**config.mk**
```make
export PLATFORM = sky130hd
export DESIGN_NAME = twelve_bit_interval_timer
export DESIGN_NICKNAME = d
export VERILOG_FILES = /design/src/common/itimer_pkg.sv /design/src/verilog/twelve_bit_interval_timer.sv
export SDC_FILE = /design/constraint.sdc
export NUM_CORES = 1
export LEC_CHECK = 0
export BUFFER_PORTS_ARGS = -buffer_cell sky130_fd_sc_hd__buf_2
export CORE_UTILIZATION = 52
export CTS_CLUSTER_DIAMETER = 100
export DETAILED_ROUTE_END_ITERATION = 8
export PLACE_DENSITY = 0.79
export SYNTH_ARGS = -nofsm -noshare
export SYNTH_HDL_FRONTEND = slang
export SYNTH_SLANG_ARGS = --single-unit
```
**constraint.sdc**
```tcl
create_clock -name clk -period 2.6 [get_ports clk]
set_input_delay 0.78 -clock clk [delete_from_list [all_inputs] [get_ports clk]]
set_output_delay 0.78 -clock clk [all_outputs]
set_load 0.1 [all_outputs]
```
**src/common/itimer_pkg.sv**
```systemverilog
// Constants, register map and request carrier of the 12-bit interval timer.
// Assumes one 20 MHz system clock and a synchronous, active-high reset.
package itimer_pkg;
  localparam int ADDR_W = 20;
  localparam int DATA_W = 16;
  localparam int CNT_W = 12;

  localparam logic [ADDR_W-1:0] GATE_ADDR = 20'hf00f0;
  localparam logic [ADDR_W-1:0] CLKSEL_ADDR = 20'hf00f3;
  localparam logic [ADDR_W-1:0] CTRL_ADDR = 20'hfff90;

  localparam logic [7:0] GATE_RST = 8'h00;
  localparam logic [7:0] GATE_MASK = 8'ha5;
  localparam int GATE_EN_BIT = 7;

  localparam logic [7:0] CLKSEL_RST = 8'h00;
  localparam logic [7:0] CLKSEL_MASK = 8'h10;
  localparam int SRC_BIT = 4;

  localparam int RUN_BIT = 15;
  localparam logic RUN_RST = 1'h0;
  localparam logic [CNT_W-1:0] CMP_RST = 12'hfff;
  localparam logic [CNT_W-1:0] CNT_ZERO = 12'h000;
  localparam logic [CNT_W-1:0] CNT_ONE = 12'h001;

  // One register access request, held for one clock.
  typedef struct packed {
    logic wr;
    logic rd;
    logic word;
    logic [ADDR_W-1:0] addr;
    logic [DATA_W-1:0] wdata;
  } sfr_req_type;
endpackage

```
**src/verilog/twelve_bit_interval_timer.sv**
```systemverilog
// Twelve-bit interval timer with its clock gate, clock select and control register.
// Assumes the slow oscillator arrives as a level synchronous to clk and much slower than it.
`timescale 1ns/1ns
`default_nettype none
module twelve_bit_interval_timer
  import itimer_pkg::*;
(
  input wire logic clk, // System clock, 20 MHz.
  input wire logic srst, // Synchronous reset, active high.
  input wire sfr_req_type req, // Register access request.
  input wire logic slow_osc, // Low-speed oscillator level.
  output logic [DATA_W-1:0] rdata, // Read data, valid with rvalid.
  output logic rvalid, // One-cycle read answer.
  output logic interval_interrupt_request // One-cycle interval interrupt pulse.
);
  logic [7:0] peripheral_clock_gate_ff;
  logic [7:0] operation_clock_select_ff;
  logic run_wr_ff;
  logic run_ff;
  logic [CNT_W-1:0] compare_value_ff;
  logic [CNT_W-1:0] cnt_ff;
  logic osc_prev_ff;
  logic irq_ff;
  logic [DATA_W-1:0] rdata_ff;
  logic rvalid_ff;
  logic gate_on;
  logic tick;
  logic match;
  logic ctrl_wr;
  logic [CNT_W-1:0] nxt_cnt;
  logic [CNT_W-1:0] period_ff;
  logic seen_ff;

  // Clock gate and the enable that holds the timer in reset.
  assign gate_on = peripheral_clock_gate_ff[GATE_EN_BIT];
  assign ctrl_wr = req.wr && req.word && gate_on && (req.addr == CTRL_ADDR);
  assign match = (cnt_ff == compare_value_ff);

  // Count clock ticks only while the slow oscillator is selected.
  assign tick = slow_osc && !osc_prev_ff && operation_clock_select_ff[SRC_BIT];

  // Next counter value wraps to zero on the compare match.
  assign nxt_cnt = match ? CNT_ZERO : cnt_ff + CNT_ONE;

  // Clock gate register; only implemented bits are stored.
  always_ff @(posedge clk) begin
    if (srst) begin
      peripheral_clock_gate_ff <= GATE_RST;
    end else if (req.wr && req.addr == GATE_ADDR) begin
      peripheral_clock_gate_ff <= req.wdata[7:0] & GATE_MASK;
    end
  end

  // Clock select register stays writable with the gate off.
  always_ff @(posedge clk) begin
    if (srst) begin
      operation_clock_select_ff <= CLKSEL_RST;
    end else if (req.wr && req.addr == CLKSEL_ADDR) begin
      operation_clock_select_ff <= req.wdata[7:0] & CLKSEL_MASK;
    end
  end

  // Edge detector on the slow oscillator level.
  always_ff @(posedge clk) begin
    if (srst) begin
      osc_prev_ff <= 1'h0;
    end else begin
      osc_prev_ff <= slow_osc;
    end
  end

  // Written run request and compare value; a compare in a toggling write is kept too.
  always_ff @(posedge clk) begin
    if (srst || !gate_on) begin
      run_wr_ff <= RUN_RST;
      compare_value_ff <= CMP_RST;
    end else if (ctrl_wr) begin
      run_wr_ff <= req.wdata[RUN_BIT];
      compare_value_ff <= req.wdata[CNT_W-1:0];
    end
  end

  // The run request takes effect on the next count clock edge.
  always_ff @(posedge clk) begin
    if (srst || !gate_on) begin
      run_ff <= RUN_RST;
    end else if (tick) begin
      run_ff <= run_wr_ff;
    end
  end

  // Counter is cleared while stopped, so a restart counts from zero.
  always_ff @(posedge clk) begin
    if (srst || !gate_on || !run_ff) begin
      cnt_ff <= CNT_ZERO;
    end else if (tick) begin
      cnt_ff <= nxt_cnt;
    end
  end

  // Interrupt pulse lasts one system clock per match.
  always_ff @(posedge clk) begin
    if (srst) begin
      irq_ff <= 1'h0;
    end else begin
      irq_ff <= gate_on && run_ff && tick && match;
    end
  end

  // Read port; the run bit shows the applied state, not the written one.
  always_ff @(posedge clk) begin
    if (srst) begin
      rdata_ff <= '0;
      rvalid_ff <= 1'h0;
    end else begin
      rvalid_ff <= req.rd;
      if (req.rd) begin
        unique case (req.addr)
          GATE_ADDR: rdata_ff <= {8'h00, peripheral_clock_gate_ff};
          CLKSEL_ADDR: rdata_ff <= {8'h00, operation_clock_select_ff};
          CTRL_ADDR: begin
            // A gated-off timer reads back its reset value, even in the cycle the gate drops.
            if (gate_on) begin
              rdata_ff <= {run_ff, 3'h0, compare_value_ff};
            end else begin
              rdata_ff <= {RUN_RST, 3'h0, CMP_RST};
            end
          end
          default: rdata_ff <= '0;
        endcase
      end
    end
  end

  assign rdata = rdata_ff;
  assign rvalid = rvalid_ff;
  assign interval_interrupt_request = irq_ff;

  // Helper for the period check: ticks since the last match while running.
  always_ff @(posedge clk) begin
    if (srst || !gate_on || !run_ff) begin
      period_ff <= CNT_ZERO;
      seen_ff <= 1'h0;
    end else if (tick) begin
      period_ff <= match ? CNT_ZERO : period_ff + CNT_ONE;
      seen_ff <= seen_ff || match;
    end
  end

  gate_off_a: assert property (@(posedge clk) disable iff (srst)
    !gate_on |=> (cnt_ff == CNT_ZERO) && !run_ff && (compare_value_ff == CMP_RST))
    else $error("Timer not held in reset with clock gate off.");

  clock_select_a: assert property (@(posedge clk) disable iff (srst)
    gate_on && !operation_clock_select_ff[SRC_BIT] |=> $stable(run_ff) && $stable(cnt_ff))
    else $error("Count clock ticked without the slow oscillator selected.");

  run_stop_a: assert property (@(posedge clk) disable iff (srst)
    gate_on && tick && !run_wr_ff && !ctrl_wr |=> !run_ff ##1 (cnt_ff == CNT_ZERO))
    else $error("Stop did not halt and clear the counter.");

  period_len_a: assert property (@(posedge clk) disable iff (srst)
    gate_on && run_ff && tick && match && seen_ff |-> period_ff == compare_value_ff)
    else $error("Interrupt period differs from compare value plus one.");

  match_clear_a: assert property (@(posedge clk) disable iff (srst)
    gate_on && run_ff && tick && match |=> (cnt_ff == CNT_ZERO) && irq_ff)
    else $error("Match did not clear counter and raise the interrupt.");

  run_delay_a: assert property (@(posedge clk) disable iff (srst)
    gate_on && !tick && run_ff != run_wr_ff |=> $stable(run_ff))
    else $error("Run bit applied without a count clock edge.");

  run_read_a: assert property (@(posedge clk) disable iff (srst)
    gate_on && req.rd && req.addr == CTRL_ADDR |=> rvalid && rdata[RUN_BIT] == $past(run_ff))
    else $error("Run bit read does not show the applied value.");

  compare_upd_a: assert property (@(posedge clk) disable iff (srst)
    ctrl_wr |=> compare_value_ff == $past(req.wdata[CNT_W-1:0]))
    else $error("Compare value not taken from the control write.");

  start_zero_a: assert property (@(posedge clk) disable iff (srst)
    $rose(run_ff) |-> (cnt_ff == CNT_ZERO) ##1 !irq_ff)
    else $error("Start did not begin from zero.");

  irq_pulse_a: assert property (@(posedge clk) disable iff (srst)
    irq_ff |=> !irq_ff)
    else $error("Interrupt request wider than one clock.");

  // Register port checks while the clock gate is off, and of the clock gate write itself.
  gated_read_a: assert property (@(posedge clk) disable iff (srst)
    !gate_on && req.rd && req.addr == CTRL_ADDR |=> rdata == {RUN_RST, 3'h0, CMP_RST})
    else $error("Control read with the clock gate off did not show defaults.");

  gated_write_a: assert property (@(posedge clk) disable iff (srst)
    !gate_on && req.wr && req.addr == CTRL_ADDR |=> !run_wr_ff && (compare_value_ff == CMP_RST))
    else $error("Control write taken with the clock gate off.");

  select_gated_a: assert property (@(posedge clk) disable iff (srst)
    !gate_on && req.wr && req.addr == CLKSEL_ADDR |=>
      operation_clock_select_ff[SRC_BIT] == $past(req.wdata[SRC_BIT]))
    else $error("Clock select write lost with the clock gate off.");

  gate_write_a: assert property (@(posedge clk) disable iff (srst)
    req.wr && req.addr == GATE_ADDR |=> gate_on == $past(req.wdata[GATE_EN_BIT]))
    else $error("Clock gate bit not taken from the write.");

  // Counter and interrupt checks around the count clock edges.
  count_hold_a: assert property (@(posedge clk) disable iff (srst)
    gate_on && run_ff && !tick |=> $stable(cnt_ff))
    else $error("Counter moved without a count clock edge.");

  count_step_a: assert property (@(posedge clk) disable iff (srst)
    gate_on && run_ff && tick && !match |=> cnt_ff == $past(cnt_ff) + CNT_ONE)
    else $error("Counter did not advance by one on a count clock edge.");

  stop_quiet_a: assert property (@(posedge clk) disable iff (srst)
    !run_ff |=> !irq_ff)
    else $error("Interrupt raised while stopped.");

  tick_only_a: assert property (@(posedge clk) disable iff (srst)
    !tick |=> !irq_ff)
    else $error("Interrupt raised without a count clock edge.");
endmodule
`default_nettype wire

```
Word level (Yosys, flattened, before mapping)
Index checks and enable logic that the tools add are counted.
W data, S select, Z words.
{ "word_totals": {"reg_bits": 50, "input_bits": 42, "output_inout_bits": 18, "word_cells": 33} }
{ "classes": {"add_sub_neg": 1, "eq_ne": 4, "mux": 3, "reduce_logical": 15} }
{ "op_table": {"columns": ["op", "n"], "rows": [
  ["$eq A20 B20 Y1 const B", 3],
  ["$pmux W16 S3", 1],
  ["$mux W16", 1],
  ["$add A12 B1 Y12 const B", 1],
  ["$eq A12 B12 Y1", 1],
  ["$mux W12", 1],
  ["$logic_and A1 B1 Y1", 10],
  ["$logic_not A1 Y1", 3],
  ["$logic_or A1 B1 Y1", 2]
]} }

Logic depth before layout (Yosys ltp)
{ "depth": {"word_depth": 5, "ltp_mapped": 6, "mapped_depth_nobuf": 4} }

Least setup slack after synthesis
No wires, ideal clock.
{ "synth_path": {"kind": "input port to flip-flop", "from": "input req[18] (netlist bit)", "to": "register rdata_ff[2] (netlist: rdata[2])", "setup_ns": 0.069, "arrival_time_ns": 2.291, "required_time_ns": 2.531, "slack_ns": 0.241, "path_stages": 5, "path_buffers": 1, "cell_sequence": "nand4bb_1 -> or4_4 -> or4b_4 -> buf_6 -> o21ai_1"} }
{ "synth_between": {"elab_chain_len": 2, "elab_cells_between_ends": 4, "classes_between": "eq/ne (3); mux (1)"} }
{ "synth_lines": {"columns": ["element", "line_no", "rtl"], "rows": [
  ["from (decl)", "twelve_bit_interval_timer.sv:10", "input wire sfr_req_type req,"],
  ["$eq A20 B20 Y1", "twelve_bit_interval_timer.sv:118", "unique case (req.addr)"],
  ["$pmux W16 S3 *", "twelve_bit_interval_timer.sv:118", null],
  ["to (signal assigned)", "twelve_bit_interval_timer.sv:119", "GATE_ADDR: rdata_ff <= {8'h00, peripheral_clock_gate_ff};"],
  ["to (signal assigned)", "twelve_bit_interval_timer.sv:120", "CLKSEL_ADDR: rdata_ff <= {8'h00, operation_clock_select_ff};"],
  ["to (signal assigned)", "twelve_bit_interval_timer.sv:124", "rdata_ff <= {run_ff, 3'h0, compare_value_ff};"],
  ["to (decl)", "twelve_bit_interval_timer.sv:24", "logic [DATA_W-1:0] rdata_ff;"]
]} }
Every way passes the cells marked *; elsewhere a longest branch is shown, timed or not.
A chain may end at the register's enable or synchronous reset.

Worst setup path after layout
{ "layout_path": {"from": "input req[18] (netlist bit)", "to": "register rdata_ff[4] (netlist: rdata[4])"} }
Same word-level chain as after synthesis.

==> reports/metrics.csv <==
stage,metric,value,unit
grt,Total GRT Usage,21.90,%
worst_hold_path,depth of the worst hold-timing path,2,
grt,largest net degree at the start of global routing,27,
sta,Max Slew Vio Count,0,
synth,Yosys reg bits,47,
pwr,PwrDens,455.3,nW/um^2
detailed_routing,Initial DRT Pass Iterations,4,
clock_tree,Clock Sink Count,47,
critical_path,R2R cell count,5,
cells_and_area,Finished Layout Cells,358,
critical_path,Worst Setup Start Kind,primary input,
pwr,leakage power,0.9844,nW
critical_path,worst endpoint required time,2.84,ns
placement,PortBufs,53,
synth,Netlist Area Pre-Place,2298,um^2
critical_path,max incr delay on CP,0.67,ns
clock_tree,H-tree depth,2,
critical_path,worst path bufs/invs,1,
cells_and_area,layout cells sized above 1,25.00,%
clock_tree,# resized after CTS,0,
detailed_routing,DRC,0,
sta,"Hold Vio Cnt, Final",0,
critical_path,Crit. path cell count,5,
die,chip width,68.49,um
cells_and_area,multi-input logic area,1282,um^2
cells_and_area,Antenna Cells,0,
synth,top-count cell post-synth,dfxtp_1,
detailed_routing,1st-iter DRT viols,78,
critical_path,peak fanout along the critical path,12,
clock_tree,clock root buffer,clkbuf_8,
clock_tree,TritonCTS Buffers,5,
placement,post-DP HPWL,3569,um
critical_path,CP cell instances,buf_2 -> nand4bb_1 -> or4_4 -> or4b_4 -> o211ai_1,
pwr,Peak supply drop,376.7,uV
critical_path,critical path type,primary input to flip-flop,
synth,Post-synth top cells,"47 x dfxtp_1, 28 x nor2_1, 19 x mux2i_1, 19 x nand2_1, 17 x xnor2_1",
synth,YS warnings,0,
outcome,outcome,finished clean,
sta,RSZ-0062 raised after global routing,false,
synth,Post-synth EDFFs,0,
pwr,internal power,0.0009397,W
grt,vias in the first global route,1673,
critical_path,critical path's top delay family,simple AND/OR/NAND/NOR gates,
cells_and_area,Final #Nets,350,
die,num ports,60,
detailed_routing,via/cell ratio,5.358,
clock_tree,Max clock buf depth,2,
detailed_routing,routed len/inst,13.11,um
sta,skew final,0.01187,ns
pwr,P_sw,0.0002867,W
synth,Yosys cell types,41,
placement,Final Wtd Congestion,0.8743,
die,Die H,68.49,um
die,full die area,4690,um^2
clock_tree,post-CTS setup buffers,0,
cells_and_area,final core area utilization,65.46,%
pwr,Sw Share,23.38,%
die,Core ar.,4115,um^2
synth,largest cells by area after synthesis,"dfxtp_1 41%, mux2i_1 8.3%, xnor2_1 6.5%",
cells_and_area,fillers,363,
sta,Fmax,442.7,MHz
grt,gr ovfl total,0,
job,# Max-Cap Violations,0,
cells_and_area,P&R area growth vs syn,17.20,%
sta,post-route setup TNS,0,ns
synth,Mapped Cells,255,
synth,"area leader, netlist",dfxtp_1,
sta,crit path time final,2.259,ns
clock_tree,clock tree from TritonCTS,done,
synth,area fraction of the dominant cell type after synthesis,40.94,%
synth,Synth Flop Type,dfxtp_1,
pwr,proportion of power drawn by combinational gates,6.6,%
grt,antenna violations before repair,0,
synth,asr flop ratio synth,0,%
sta,endpoints failing setup,0,
detailed_routing,total wire length,4692,um
critical_path,Setup crit end kind,flip-flop,
pwr,Clock power frac,34.6,%
pwr,Reg power frac,58.8,%
placement,placed insts,350,
synth,sequential-to-total area share from yosys stat,40.94,%
sta,fin crit share,86.87,%
worst_hold_path,Hold Crit Class,flip-flop to flip-flop,
clock_tree,Clock Pin Slew Worst Setup and Hold Paths,0.09,ns
cells_and_area,Reg area,940.9,um^2
placement,pre-CTS WS,0.02169,ns
grt,first-pass GRT wire length,7493,um
detailed_routing,ANT nets after route,0,
synth,Mapped Avg Cell Area,9.014,um^2
clock_tree,worst skew pair latency,0.30,ns
die,Starting Density,55.85,%
die,# rows,23,
sta,setup ws final,0.3414,ns
critical_path,Crit-path slowest cell,or4b_4,
clock_tree,hold_buf cts,0,
critical_path,"Arr. time, crit path",2.49,ns
detailed_routing,via count,1918,
## final timing paths
| check | startpoint | to | slack, ns |
|---|---|---|---|
| worst min register to register | rdata[1]$_SDFFE_PP0P_ | rdata[1]$_SDFFE_PP0P_ | 0.45 |
| worst max register to register | operation_clock_select_ff[4]$_SDFFE_PP0P_ | interval_interrupt_request$_SDFF_PP0_ | 1.04 |
| worst max-delay path | req[18] | rdata[4]$_SDFFE_PP0P_ | 0.34 |
| worst min-delay path | rdata[1]$_SDFFE_PP0P_ | rdata[1]$_SDFFE_PP0P_ | 0.45 |
## cells in the final DEF, fill, tap and decap left out, types with 2 or more instances in the layout
| cell type | count |
|---|---|
| a32oi_1 | 4 |
| and2_1 | 2 |
| and3_1 | 2 |
| and4_1 | 4 |
| buf_2 | 53 |
| buf_4 | 5 |
| clkbuf_8 | 5 |
| conb_1 | 3 |
| dfxtp_1 | 47 |
| mux2i_1 | 19 |
| nand2_1 | 19 |
| nand2b_1 | 11 |
| nand3_1 | 4 |
| nand4_1 | 10 |
| nand4b_1 | 2 |
| nor2_1 | 28 |
| nor2b_1 | 16 |
| nor3_1 | 14 |
| nor4_1 | 4 |
| nor4b_1 | 2 |
| o21ai_0 | 2 |
| o21ai_1 | 3 |
| o21ai_2 | 7 |
| xnor2_1 | 17 |
| xor2_1 | 5 |
## stage by stage
stage | power [W] | area (um^2) | hold WS, ns
5_1_grt | 0.001276 | 2694 | 0.4852
3_3_place_gp | 0.0008180 | 2609 | 0.4329
4_1_cts | 0.001238 | 2694 | 0.4587
3_5_place_dp | 0.0008191 | 2609 | 0.4386
6_report | 0.001226 | 2694 | 0.4520
2_1_floorplan | 0.0007828 | 2306 | 0.4321
## final cells by class
type / count / area share (%)
multi-input cells: 194 / 47.61
flip-flops and latches: 47 / 34.93
repair buffers: 59 / 11.98
clock buffers: 6 / 2.694
well taps: 50 / 2.322
clock inverters: 2 / 0.4645
## metal layers
layer	wire, um	vias to the layer above	track usage (%)
li1	-	992	-
met1	2301	898	28.47
met2	2212	26	34.31
met3	148	2	6.333
met4	30	0	7.552
met5	0	-	0
## cell families (layout without fill, tap and decap cells)
group                    after synthesis  after routing  share of synthesized area, %
AND/OR/NAND/NOR                      129            129                         31.63
flip-flops                            47             47                         40.94
XOR/XNOR                              22             22                         8.383
AO/OA/AOI/OAI                         20             20                         6.478
multiplexers                          19             19                         8.274
buffers and inverters                 16             67                         3.593
adder cells (fa/ha/maj)                1              1                        0.5443
other                                  1              3                        0.1632
## worst reg2reg max path, cell delays in order (launching register included)
cell,delay [ns]
dfxtp_1,0.42
and3b_1,0.35
nand2_1,0.10
nor4_1,0.22
buf_4,0.25
nor2b_1,0.15
## power by group through the flow
stage	registers (W)	clock network [W]	logic, W
after detailed placement	0.000738	0	0.0000808
after global placement	0.000738	0	0.0000798
final	0.000721	0.000424	0.0000811
after CTS	0.000721	0.000435	0.0000811
after floorplan	0.000744	0	0.0000386
after global routing	0.000722	0.000467	0.0000876
## flip-flops by register name, summed over array words and instances (netlist names)
signal and flops:
peripheral_clock_gate_ff 4, osc_prev_ff 1, compare_value_ff 12, cnt_ff 12, run_ff 1, run_wr_ff 1, operation_clock_select_ff 1, interval_interrupt_request 1
rdata 13, rvalid 1
(Power assumes the default switching activity.)
